`config.mk`:
```
export PLATFORM = sky130hd
export DESIGN_NAME = frsc_device_flat
export DESIGN_NICKNAME = d
export VERILOG_FILES = /design/src/frsc_pkg.sv /design/src/frsc_if.sv /design/src/frsc_device.sv /design/src/flat_wrapper.sv
export SDC_FILE = /design/constraint.sdc
export NUM_CORES = 1
export LEC_CHECK = 0
export BUFFER_PORTS_ARGS = -buffer_cell sky130_fd_sc_hd__buf_4
export CORE_MARGIN = 5
export CORE_UTILIZATION = 47
export CTS_CLUSTER_DIAMETER = 40
export DETAILED_ROUTE_END_ITERATION = 6
export GPL_TIMING_DRIVEN = 0
export PLACE_DENSITY = 0.81
export SYNTH_ARGS = -nofsm -noshare
export SYNTH_HDL_FRONTEND = slang
export SYNTH_SLANG_ARGS = --single-unit
```
`constraint.sdc`:
```
create_clock -name ref_clk_in -period 2.11 [get_ports ref_clk_in]
set_input_delay 0.422 -clock ref_clk_in [delete_from_list [all_inputs] [get_ports ref_clk_in]]
set_output_delay 0.422 -clock ref_clk_in [all_outputs]
set_load 0.005 [all_outputs]
```
`src/frsc_pkg.sv`:
```
// Shared constants and types for the flash rewrite status and mode control link.
// Assumes both ends run on one system clock with an active-low asynchronous reset.
package frsc_pkg;

	// ****************************************************************
	// Status register layout
	// ****************************************************************
	localparam logic [15:0] FRSC_STATUS_OFFSET      = 16'h01b2; // Status register address.
	localparam int          FRSC_BIT_READY_REQ      = 0;        // Ready request flag.
	localparam int          FRSC_BIT_ACCESS_ERR     = 1;        // Access error request flag.
	localparam int          FRSC_BIT_LOCK_MON       = 2;        // Lock state monitor.
	localparam int          FRSC_BIT_UNUSED         = 3;        // Unassigned, reads zero.
	localparam int          FRSC_BIT_PROG_ERR       = 4;        // Program error flag.
	localparam int          FRSC_BIT_ERASE_ERR      = 5;        // Erase/blank check error flag.
	localparam int          FRSC_BIT_SUSPEND        = 6;        // Suspend state flag.
	localparam int          FRSC_BIT_READY_BUSY     = 7;        // Ready/busy flag.
	localparam logic [7:0]  FRSC_STATUS_RESET       = 8'h80;    // Ready, all else clear.
	localparam logic        FRSC_LOCK_MON_RESET     = 1'b1;     // Lock monitor after reset.

	// ****************************************************************
	// Commands issued by the CPU side
	// ****************************************************************
	typedef enum logic [2:0] {
		FRSC_CMD_PROGRAM     = 3'h0, // Program one byte.
		FRSC_CMD_ERASE       = 3'h1, // Erase one block.
		FRSC_CMD_LOCK_PROG   = 3'h2, // Program a lock bit.
		FRSC_CMD_READ_LOCK   = 3'h3, // Read lock bit status.
		FRSC_CMD_BLANK_CHECK = 3'h4, // Blank check one block.
		FRSC_CMD_CLEAR_STAT  = 3'h5, // Clear status register.
		FRSC_CMD_BAD_SEQ     = 3'h6  // Malformed sequence, a command error.
	} frsc_cmd_t;

	// Sequencer states of the device end.
	typedef enum logic [2:0] {
		FRSC_ST_READY   = 3'h0, // Idle, read array mode.
		FRSC_ST_BUSY    = 3'h1, // Array operation running.
		FRSC_ST_SUSPEND = 3'h2, // Erase suspended.
		FRSC_ST_ABORT   = 3'h3, // Forced stop in progress.
		FRSC_ST_STOPPED = 3'h4, // Flash stopped.
		FRSC_ST_WAKE    = 3'h5  // Flash starting after stop.
	} frsc_state_t;

	localparam int FRSC_BLOCK_BITS = 2; // Four program ROM blocks.

endpackage

```
`src/frsc_if.sv`:
```
// Interface joining the CPU-side controller and the flash status logic.
// Assumes a single clock shared by both ends; no tristate pins exist.
interface frsc_if (
	input wire logic clk,
	input wire logic reset_n
);
	import frsc_pkg::*;

	logic                       rewrite_mode_select;   // CPU rewrite mode enabled.
	logic                       rom_exec_rewrite_mode; // 1: ROM-executing mode, 0: RAM-executing.
	logic                       ready_irq_enable;
	logic                       access_error_irq_enable;
	logic                       command_error_irq_enable;
	logic                       suspend_enable;
	logic                       suspend_request;
	logic                       irq_suspend_enable;
	logic                       maskable_irq;          // An enabled maskable interrupt fired.
	logic                       flash_stop;            // Stop request, level.
	logic                       force_stop;            // Forced termination pulse.
	logic                       cmd_valid;             // Command strobe.
	frsc_cmd_t                  cmd_code;
	logic [FRSC_BLOCK_BITS-1:0] cmd_block;
	logic                       cmd_accepted;          // Command taken this cycle.
	logic                       status_rd;             // Status read strobe.
	logic                       status_wr;             // Status write strobe.
	logic [7:0]                 status_wdata;
	logic [7:0]                 status_rdata;          // Registered status.
	logic                       array_access;          // CPU access to the flash array.
	logic [FRSC_BLOCK_BITS-1:0] array_block;
	logic                       cpu_hold;              // CPU held during ROM-mode rewrite.
	logic                       read_array_mode;       // Flash readable as array.

	modport device (
		input  rewrite_mode_select, rom_exec_rewrite_mode, ready_irq_enable,
		input  access_error_irq_enable, command_error_irq_enable,
		input  suspend_enable, suspend_request, irq_suspend_enable, maskable_irq,
		input  flash_stop, force_stop, cmd_valid, cmd_code, cmd_block,
		input  status_rd, status_wr, status_wdata, array_access, array_block,
		output cmd_accepted, status_rdata, cpu_hold, read_array_mode
	);

	modport host (
		output rewrite_mode_select, rom_exec_rewrite_mode, ready_irq_enable,
		output access_error_irq_enable, command_error_irq_enable,
		output suspend_enable, suspend_request, irq_suspend_enable, maskable_irq,
		output flash_stop, force_stop, cmd_valid, cmd_code, cmd_block,
		output status_rd, status_wr, status_wdata, array_access, array_block,
		input  cmd_accepted, status_rdata, cpu_hold, read_array_mode
	);
endinterface

```
`src/frsc_device.sv`:
```
// Flash status register, rewrite mode and erase-suspend logic of the device end.
// Assumes the array sequencer reports completion, errors and lock state as pulses.
import frsc_pkg::*;

module frsc_device (
	input  wire logic                       ref_clk_in,
	input  wire logic                       reset_n_in,
	frsc_if.device                          bus,
	input  wire logic [FRSC_BLOCK_BITS-1:0] ctrl_block_in,  // Block holding the rewrite program.
	input  wire logic                       op_done_in,     // Sequencer finished the operation.
	input  wire logic                       op_fail_in,     // Finished operation failed.
	input  wire logic                       lock_state_in,  // Lock state seen by read lock.
	input  wire logic                       stop_done_in,   // Stop or wake sequence finished.
	output wire logic                       op_start_out,   // Start pulse to the sequencer.
	output wire logic                       op_suspend_out  // Suspend pulse to the sequencer.
);

	// ****************************************************************
	// State and flags
	// ****************************************************************
	frsc_state_t state_r;            // Sequencer tracking state.
	frsc_cmd_t   op_r;               // Operation in flight.
	logic [FRSC_BLOCK_BITS-1:0] op_block_r; // Block under rewrite.
	logic        ready_req_r;        // Ready request flag.
	logic        access_err_r;       // Access error request flag.
	logic        lock_mon_r;         // Lock state monitor.
	logic        prog_err_r;         // Program error flag.
	logic        erase_err_r;        // Erase/blank check error flag.
	logic        rd_armed_ready_r;   // Dummy read seen for the ready flag.
	logic        rd_armed_access_r;  // Dummy read seen for the access flag.
	logic [7:0]  status_r;           // Registered read data.
	logic        start_r;
	logic        suspend_r;
	logic        erase_held_r;       // A suspended erase waits behind a program.

	logic cmd_ok;        // Command is accepted this cycle.
	logic cmd_error;     // Command error detected this cycle.
	logic to_ready;      // Busy-to-ready transition this cycle.
	logic suspend_go;    // Suspend entered this cycle.
	logic is_array_op;   // Command needs the array sequencer.
	logic access_hit;    // CPU touched the block under rewrite while busy.
	logic ready_bit;

	// Busy covers every non-ready, non-suspended state, including abort and wake.
	assign ready_bit = (state_r == FRSC_ST_READY) || (state_r == FRSC_ST_SUSPEND);

	// ****************************************************************
	// Command acceptance
	// ****************************************************************
	// Array commands are only taken when idle, or programs while suspended.
	always_comb begin
		is_array_op = (bus.cmd_code != FRSC_CMD_CLEAR_STAT) && (bus.cmd_code != FRSC_CMD_BAD_SEQ);
		cmd_ok = 1'b0;
		cmd_error = 1'b0;
		if (bus.cmd_valid && bus.rewrite_mode_select) begin
			if (bus.cmd_code == FRSC_CMD_BAD_SEQ) begin
				cmd_error = 1'b1;
			end else if (!is_array_op) begin
				cmd_ok = 1'b1;
			end else if (bus.rom_exec_rewrite_mode && bus.cmd_block == ctrl_block_in &&
				(bus.cmd_code == FRSC_CMD_PROGRAM || bus.cmd_code == FRSC_CMD_ERASE)) begin
				cmd_ok = 1'b0;
			end else if (state_r == FRSC_ST_READY) begin
				cmd_ok = 1'b1;
			end else if (state_r == FRSC_ST_SUSPEND && bus.cmd_code == FRSC_CMD_PROGRAM) begin
				cmd_ok = 1'b1;
			end else begin
				cmd_ok = 1'b0;
			end
		end
	end

	// Suspend applies only to a running erase; ROM mode ignores the software request.
	always_comb begin
		suspend_go = 1'b0;
		if (state_r == FRSC_ST_BUSY && op_r == FRSC_CMD_ERASE && bus.suspend_enable &&
			!erase_held_r) begin
			if (bus.irq_suspend_enable && bus.maskable_irq) begin
				suspend_go = 1'b1;
			end else if (!bus.rom_exec_rewrite_mode && bus.suspend_request) begin
				suspend_go = 1'b1;
			end
		end
	end

	// Every return to ready from a busy state counts, whatever the cause.
	assign to_ready = !ready_bit && (
		((state_r == FRSC_ST_BUSY) && (op_done_in || suspend_go)) ||
		((state_r == FRSC_ST_ABORT || state_r == FRSC_ST_WAKE) && stop_done_in));

	assign access_hit = !ready_bit && bus.array_access && bus.array_block == op_block_r;

	// ****************************************************************
	// Sequencer tracking
	// ****************************************************************
	// A program accepted during suspend returns to suspend; the erase restarts once the request and interrupt are low.
	always_ff @(posedge ref_clk_in or negedge reset_n_in) begin
		if (!reset_n_in) begin
			state_r <= FRSC_ST_READY;
		end else begin
			case (state_r)
				FRSC_ST_READY, FRSC_ST_SUSPEND: begin
					if (bus.flash_stop && state_r == FRSC_ST_READY) begin
						state_r <= FRSC_ST_STOPPED;
					end else if (bus.force_stop && state_r == FRSC_ST_SUSPEND) begin
						state_r <= FRSC_ST_ABORT;
					end else if (cmd_ok && is_array_op) begin
						state_r <= FRSC_ST_BUSY;
					end else if (state_r == FRSC_ST_SUSPEND && !bus.suspend_request &&
						!bus.maskable_irq) begin
						state_r <= FRSC_ST_BUSY; // Erase restart.
					end
				end
				FRSC_ST_BUSY: begin
					if (bus.force_stop) begin
						state_r <= FRSC_ST_ABORT;
					end else if (suspend_go) begin
						state_r <= FRSC_ST_SUSPEND;
					end else if (op_done_in && erase_held_r) begin
						state_r <= FRSC_ST_SUSPEND;
					end else if (op_done_in) begin
						state_r <= FRSC_ST_READY;
					end
				end
				FRSC_ST_ABORT: begin
					if (stop_done_in) begin
						state_r <= FRSC_ST_READY;
					end
				end
				FRSC_ST_STOPPED: begin
					if (!bus.flash_stop) begin
						state_r <= FRSC_ST_WAKE;
					end
				end
				FRSC_ST_WAKE: begin
					if (stop_done_in) begin
						state_r <= FRSC_ST_READY;
					end
				end
				default: state_r <= FRSC_ST_READY;
			endcase
		end
	end

	// The operation started from ready and its block are remembered; a program taken in suspend keeps the erase's.
	always_ff @(posedge ref_clk_in or negedge reset_n_in) begin
		if (!reset_n_in) begin
			op_r       <= FRSC_CMD_PROGRAM;
			op_block_r <= '0;
		end else if (cmd_ok && is_array_op && state_r == FRSC_ST_READY) begin
			op_r       <= bus.cmd_code;
			op_block_r <= bus.cmd_block;
		end
	end

	// A program taken during suspend must return to suspend, not to ready.
	// Without this flag the stalled erase would be lost or suspended twice.
	always_ff @(posedge ref_clk_in or negedge reset_n_in) begin
		if (!reset_n_in) begin
			erase_held_r <= 1'b0;
		end else if (cmd_ok && is_array_op && state_r == FRSC_ST_SUSPEND) begin
			erase_held_r <= 1'b1;
		end else if (state_r == FRSC_ST_BUSY && (op_done_in || bus.force_stop)) begin
			erase_held_r <= 1'b0;
		end
	end

	// Start and suspend pulses to the array sequencer.
	always_ff @(posedge ref_clk_in or negedge reset_n_in) begin
		if (!reset_n_in) begin
			start_r   <= 1'b0;
			suspend_r <= 1'b0;
		end else begin
			start_r   <= cmd_ok && is_array_op;
			suspend_r <= suspend_go;
		end
	end

	// ****************************************************************
	// Interrupt request flags
	// ****************************************************************
	// Dummy reads arm the clear; a write of one never sets a flag.
	always_ff @(posedge ref_clk_in or negedge reset_n_in) begin
		if (!reset_n_in) begin
			rd_armed_ready_r  <= 1'b0;
			rd_armed_access_r <= 1'b0;
		end else if (bus.status_rd) begin
			rd_armed_ready_r  <= ready_req_r;
			rd_armed_access_r <= access_err_r;
		end else if (bus.status_wr) begin
			rd_armed_ready_r  <= 1'b0;
			rd_armed_access_r <= 1'b0;
		end
	end

	// The set term is tested first so an event in the clearing cycle survives.
	always_ff @(posedge ref_clk_in or negedge reset_n_in) begin
		if (!reset_n_in) begin
			ready_req_r <= 1'b0;
		end else if (to_ready && bus.ready_irq_enable) begin
			ready_req_r <= 1'b1;
		end else if (bus.status_wr && rd_armed_ready_r && !bus.status_wdata[FRSC_BIT_READY_REQ]) begin
			ready_req_r <= 1'b0;
		end
	end

	// Access errors come from busy accesses and from command failures.
	always_ff @(posedge ref_clk_in or negedge reset_n_in) begin
		if (!reset_n_in) begin
			access_err_r <= 1'b0;
		end else if ((access_hit && bus.access_error_irq_enable) ||
			(bus.command_error_irq_enable && (cmd_error ||
			(state_r == FRSC_ST_BUSY && op_done_in && op_fail_in)))) begin
			access_err_r <= 1'b1;
		end else if ((bus.status_wr && rd_armed_access_r &&
			!bus.status_wdata[FRSC_BIT_ACCESS_ERR]) ||
			(cmd_ok && bus.cmd_code == FRSC_CMD_CLEAR_STAT)) begin
			access_err_r <= 1'b0;
		end
	end

	// ****************************************************************
	// Error and lock flags
	// ****************************************************************
	// Error flags hold until clear status; a command error sets both.
	always_ff @(posedge ref_clk_in or negedge reset_n_in) begin
		if (!reset_n_in) begin
			prog_err_r  <= 1'b0;
			erase_err_r <= 1'b0;
		end else if (cmd_error) begin
			prog_err_r  <= 1'b1;
			erase_err_r <= 1'b1;
		end else if (state_r == FRSC_ST_BUSY && op_done_in && op_fail_in) begin
			prog_err_r  <= prog_err_r || op_r == FRSC_CMD_PROGRAM;
			erase_err_r <= erase_err_r || op_r == FRSC_CMD_ERASE ||
				op_r == FRSC_CMD_BLANK_CHECK;
		end else if (cmd_ok && bus.cmd_code == FRSC_CMD_CLEAR_STAT) begin
			prog_err_r  <= 1'b0;
			erase_err_r <= 1'b0;
		end
	end

	// Lock state is captured only as a read lock finishes, then held.
	always_ff @(posedge ref_clk_in or negedge reset_n_in) begin
		if (!reset_n_in) begin
			lock_mon_r <= FRSC_LOCK_MON_RESET;
		end else if (state_r == FRSC_ST_BUSY && op_done_in && op_r == FRSC_CMD_READ_LOCK) begin
			lock_mon_r <= lock_state_in;
		end
	end

	// ****************************************************************
	// Status read data and outputs
	// ****************************************************************
	// Registered one cycle behind the flags; bit three is tied low.
	always_ff @(posedge ref_clk_in or negedge reset_n_in) begin
		if (!reset_n_in) begin
			status_r <= FRSC_STATUS_RESET;
		end else begin
			status_r[FRSC_BIT_READY_REQ]  <= ready_req_r;
			status_r[FRSC_BIT_ACCESS_ERR] <= access_err_r;
			status_r[FRSC_BIT_LOCK_MON]   <= lock_mon_r;
			status_r[FRSC_BIT_UNUSED]     <= 1'b0;
			status_r[FRSC_BIT_PROG_ERR]   <= prog_err_r;
			status_r[FRSC_BIT_ERASE_ERR]  <= erase_err_r;
			status_r[FRSC_BIT_SUSPEND]    <= state_r == FRSC_ST_SUSPEND;
			status_r[FRSC_BIT_READY_BUSY] <= ready_bit;
		end
	end

	assign bus.status_rdata    = status_r;
	assign bus.cmd_accepted    = cmd_ok;
	// Holding the CPU in ROM mode keeps its I/O ports frozen.
	assign bus.cpu_hold        = bus.rom_exec_rewrite_mode && state_r == FRSC_ST_BUSY;
	assign bus.read_array_mode = ready_bit;
	assign op_start_out        = start_r;
	assign op_suspend_out      = suspend_r;

endmodule

```
`src/flat_wrapper.sv`:
```
// flat-port wrapper written by rule: the top's interface ports become plain ports
module frsc_device_flat 
  (ref_clk_in, reset_n_in, ctrl_block_in, op_done_in, op_fail_in, lock_state_in, stop_done_in, op_start_out, op_suspend_out, clk, reset_n, bus_rewrite_mode_select, bus_rom_exec_rewrite_mode, bus_ready_irq_enable, bus_access_error_irq_enable, bus_command_error_irq_enable, bus_suspend_enable, bus_suspend_request, bus_irq_suspend_enable, bus_maskable_irq, bus_flash_stop, bus_force_stop, bus_cmd_valid, bus_cmd_code, bus_cmd_block, bus_status_rd, bus_status_wr, bus_status_wdata, bus_array_access, bus_array_block, bus_cmd_accepted, bus_status_rdata, bus_cpu_hold, bus_read_array_mode);
  frsc_if bus_i (.clk(clk), .reset_n(reset_n));
  input  wire logic ref_clk_in;
  input  wire logic reset_n_in;
  input  wire logic [FRSC_BLOCK_BITS-1:0] ctrl_block_in;
  input  wire logic op_done_in;
  input  wire logic op_fail_in;
  input  wire logic lock_state_in;
  input  wire logic stop_done_in;
  output wire logic op_start_out;
  output wire logic op_suspend_out;
  input wire logic clk;
  input wire logic reset_n;
  input wire logic [$bits(bus_i.rewrite_mode_select)-1:0] bus_rewrite_mode_select;
  input wire logic [$bits(bus_i.rom_exec_rewrite_mode)-1:0] bus_rom_exec_rewrite_mode;
  input wire logic [$bits(bus_i.ready_irq_enable)-1:0] bus_ready_irq_enable;
  input wire logic [$bits(bus_i.access_error_irq_enable)-1:0] bus_access_error_irq_enable;
  input wire logic [$bits(bus_i.command_error_irq_enable)-1:0] bus_command_error_irq_enable;
  input wire logic [$bits(bus_i.suspend_enable)-1:0] bus_suspend_enable;
  input wire logic [$bits(bus_i.suspend_request)-1:0] bus_suspend_request;
  input wire logic [$bits(bus_i.irq_suspend_enable)-1:0] bus_irq_suspend_enable;
  input wire logic [$bits(bus_i.maskable_irq)-1:0] bus_maskable_irq;
  input wire logic [$bits(bus_i.flash_stop)-1:0] bus_flash_stop;
  input wire logic [$bits(bus_i.force_stop)-1:0] bus_force_stop;
  input wire logic [$bits(bus_i.cmd_valid)-1:0] bus_cmd_valid;
  input wire logic [$bits(bus_i.cmd_code)-1:0] bus_cmd_code;
  input wire logic [$bits(bus_i.cmd_block)-1:0] bus_cmd_block;
  input wire logic [$bits(bus_i.status_rd)-1:0] bus_status_rd;
  input wire logic [$bits(bus_i.status_wr)-1:0] bus_status_wr;
  input wire logic [$bits(bus_i.status_wdata)-1:0] bus_status_wdata;
  input wire logic [$bits(bus_i.array_access)-1:0] bus_array_access;
  input wire logic [$bits(bus_i.array_block)-1:0] bus_array_block;
  output wire logic [$bits(bus_i.cmd_accepted)-1:0] bus_cmd_accepted;
  output wire logic [$bits(bus_i.status_rdata)-1:0] bus_status_rdata;
  output wire logic [$bits(bus_i.cpu_hold)-1:0] bus_cpu_hold;
  output wire logic [$bits(bus_i.read_array_mode)-1:0] bus_read_array_mode;
  assign bus_i.rewrite_mode_select = bus_rewrite_mode_select;
  assign bus_i.rom_exec_rewrite_mode = bus_rom_exec_rewrite_mode;
  assign bus_i.ready_irq_enable = bus_ready_irq_enable;
  assign bus_i.access_error_irq_enable = bus_access_error_irq_enable;
  assign bus_i.command_error_irq_enable = bus_command_error_irq_enable;
  assign bus_i.suspend_enable = bus_suspend_enable;
  assign bus_i.suspend_request = bus_suspend_request;
  assign bus_i.irq_suspend_enable = bus_irq_suspend_enable;
  assign bus_i.maskable_irq = bus_maskable_irq;
  assign bus_i.flash_stop = bus_flash_stop;
  assign bus_i.force_stop = bus_force_stop;
  assign bus_i.cmd_valid = bus_cmd_valid;
  assign bus_i.cmd_code = bus_cmd_code;
  assign bus_i.cmd_block = bus_cmd_block;
  assign bus_i.status_rd = bus_status_rd;
  assign bus_i.status_wr = bus_status_wr;
  assign bus_i.status_wdata = bus_status_wdata;
  assign bus_i.array_access = bus_array_access;
  assign bus_i.array_block = bus_array_block;
  assign bus_cmd_accepted = bus_i.cmd_accepted;
  assign bus_status_rdata = bus_i.status_rdata;
  assign bus_cpu_hold = bus_i.cpu_hold;
  assign bus_read_array_mode = bus_i.read_array_mode;
  frsc_device u_core (.ref_clk_in(ref_clk_in), .reset_n_in(reset_n_in), .bus(bus_i), .ctrl_block_in(ctrl_block_in), .op_done_in(op_done_in), .op_fail_in(op_fail_in), .lock_state_in(lock_state_in), .stop_done_in(stop_done_in), .op_start_out(op_start_out), .op_suspend_out(op_suspend_out));
endmodule
```
==> metrics.md <==
| Metric | Value |
|---|---|
| Clk buf depth | 2 |
| FF+latch count, synth | 25 |
| Max frequency | 480 MHz |
| Worst setup SP type | flip-flop |
| Post-synth EDFFs | 0 |
| Final worst setup slack | 0.0267 ns |
| Num CTS Buffers | 3 |
| Placed insts | 197 |
| Die span in y | 63.0 µm |
| Initial antenna violation count | 0 |
| Leading cell type in the layout, fill and taps excluded | buf_4 |
| Main flop type after synthesis | dfrtp_1 |
| Vias | 1158 |
| Leakage | 0.807 nW |
| Critical path capture point type | output pin |
| Complex-gate fraction of the synthesized area | 0.200 |
| Setup violators final | 0 |
| Fin nets | 215 |
| Worst Skew | 0.00606 ns |
| Share of cells above drive strength 1 | 0.425 |
| Starting Density | 0.483 |
| YS warnings | 0 |
| Overflow after GRT | 0 |
| DRT Wirelength | 3.15 mm |
| Drt initial violations | 65 |
| Fillers | 219 |
| Power Density | 1080 mW/mm² |
| CP Max Fanout | 8 |
| Root Buffer | clkbuf_4 |
| Post-synthesis share of cell area spent on full adders, half adders and majority gates | 0 |
| Max rail drop VDD | 680 µV |
| Post-route ant nets | 0 |
| Tcrit/Tclk final | 0.987 |
| Largest net degree at the start of global routing | 26 |
| Skew-Pair Late Insertion Delay | 0.33 ns |
| Post-synthesis mux area share | 0.0417 |
| Register area share after synthesis | 0.476 |
| Routed wire per std cell | 15.4 µm |
| Vias in the first global route | 1182 |
| Maxcap violations | 0 |
| TritonCTS clock tree | yes |
| Worst Path Arrival | 1.66 ns |
| Total GRT Usage | 0.166 |
| RSZ-0062 raised after global routing | true |
| Asr flop ratio synth | 1.00 |
| Unique cell type count in the Yosys netlist | 46 |
| I/O pin cnt | 53 |
| Mapped cell area | 0.00132 mm² |
| Number of remaining DRC errors | 0 |
| Critical Path RT | 1.69 ns |
| Area growth syn-to-layout | 33.4% |
| Syn_nets | 163 |
| Seq. cell area | 629 µm² |
| CP Class | reg -> out |
| Vias per cell | 5.65 |
| Largest family of logic cells by synthesized area | simple AND/OR/NAND/NOR gates |
| Placed inst area | 0.00168 mm² |
| Pre-antenna DRT Iters | 4 |
| Non-Filler Instances | 205 |
| Design Area, Final | 0.00176 mm² |
| Die Area | 0.00397 mm² |
| Area occupied by multi-input gates | 676 µm² |
| First-pass GRT wire length | 5.26 mm |
| DP Worst Slack | -0.0138 ns |
| Post-Synth XOR/XNOR Area | 0.0464 |
| GP Congestion | 0.839 |
| Crit path time final | 2.08 ns |
| Final Max Tran Viols | 0 |
| Area share of and/or/nand/nor cells after synthesis | 0.207 |
| I/O Buffers | 43 |
| Row Count | 19 |
| Outcome | finished clean |
| Post-Syn Area per Cell | 10.7 µm² |
| Final Hold Viols | 0 |
| CORE AREA | 0.00273 mm² |
| Num Clock Sinks | 25 |
| Clock-pin slew on the worst setup and hold paths | 0.14 ns |
| H-tree depth | 1 |
| Mapped Cells | 123 |
| # diodes | 0 |
| DIE WIDTH | 63.0 µm |
| Commonest cells after routing, fill and taps aside | buf_4 (48), dfrtp_1 (22), nand2_1 (13) |
| Min-delay worst type | in -> reg |
| Pwr Total | 1.90 mW |
| Hpwl dp | 2.40 mm |
-- where the power goes --
group	switching (mW)	internal, mW
registers	0.145	0.683
logic	0.375	0.468
clock network	0.153	0.0714
total	0.673	1.22
-- worst max-delay path, cell delays in order (launching register included) --
cell and delay [ns]:
dfrtp_2 0.47, or2_4 0.26, inv_4 0.06, and3_4 0.19
a21oi_2 0.04, o31ai_2 0.17, buf_4 0.14
-- routing by layer --
metal	up-vias	wire, µm	track usage	part of all wire
met5	-	0	0	0
met4	0	70	0.0796	0.022
met3	5	213	0.0306	0.068
met2	41	1590	0.287	0.50
met1	563	1280	0.195	0.41
li1	549	-	-	-
-- cell usage after synthesis, types with 4 or more instances --
cell type / n / area, µm²
o21ai_0: 9 / 45.0
nand2_1: 13 / 48.8
mux2_2: 4 / 45.0
a21oi_1: 7 / 35.0
and2_1: 4 / 25.0
xor2_1: 4 / 35.0
nor2_1: 5 / 18.8
dfrtp_1: 23 / 576
nor2b_1: 4 / 25.0
-- cells by family (layout without fill, tap and decap cells) --
group           Yosys count  in the layout
buf+inv                   6             57
xor+xnor                  7              7
flops                    25             25
simple gates             44             44
mux                       5              5
compound gates           35             35
other cells               1              1
-- timing repair --
item                                   4_1_cts  5_1_grt
buffers inserted                             3        1
pin swaps                                    2        2
endpoints found under the hold margin       23        0
hold buffers                                 1        0
gates resized for setup                      5        2
setup endpoints to repair                    1        1
cloned                                       0        0
-- sequential cells by signal, summed over array words and instances (netlist names) --
| name | cells |
|---|---|
| u_core.rd_armed_ready_r | 1 |
| u_core.ready_req_r | 1 |
| u_core.state_r | 3 |
| u_core.bus.status_rdata | 7 |
| u_core.access_err_r | 1 |
| u_core.erase_held_r | 1 |
| u_core.lock_mon_r | 1 |
| u_core.rd_armed_access_r | 1 |
| u_core.op_r | 3 |
| u_core.op_suspend_out | 1 |
| u_core.erase_err_r | 1 |
| u_core.op_block_r | 2 |
| u_core.op_start_out | 1 |
| u_core.prog_err_r | 1 |
-- path summary, 6_finish.rpt --
check | startpoint | to | slack (ns) | cells after the start
max in group asynchronous | reset_n_in | u_core.bus.status_rdata[7]$_DFF_PN1_ | 1.31 | 2
max reg2reg | u_core.op_r[2]$_DFFE_PN0P_ | u_core.state_r[2]$_DFFE_PN0P_ | 0.51 | 5
min reg2reg | u_core.lock_mon_r$_DFFE_PN1P_ | u_core.bus.status_rdata[2]$_DFF_PN0_ | 0.41 | 0
min | bus_status_rd | u_core.rd_armed_access_r$_DFFE_PN0P_ | 0.28 | 2
min in group asynchronous | reset_n_in | u_core.rd_armed_access_r$_DFFE_PN0P_ | 0.51 | 2
max | u_core.state_r[0]$_DFFE_PN0P_ | bus_cmd_accepted | 0.03 | 6
-- through the flow --
step	hold WS (ns)	util	setup TNS, ns
after floorplan	0.126	-	0
after global placement	0.335	0.615	0
after detailed placement	0.342	0.615	-0.0138
after CTS	0.283	0.642	-0.0853
after global routing	0.284	0.644	-0.0583
final	0.284	0.644	0
-- area by class of cell --
cell class | count | share of cell area
Inverter | 3 | 0.00782
Multi-Input combinational cell | 92 | 0.384
Timing Repair Buffer | 48 | 0.206
Clock inverter | 1 | 0.00284
Sequential cell | 25 | 0.357
Buffer | 2 | 0.00711
Tap cell | 31 | 0.0220
Clock buffer | 3 | 0.0128
(Power assumes the default switching activity.)
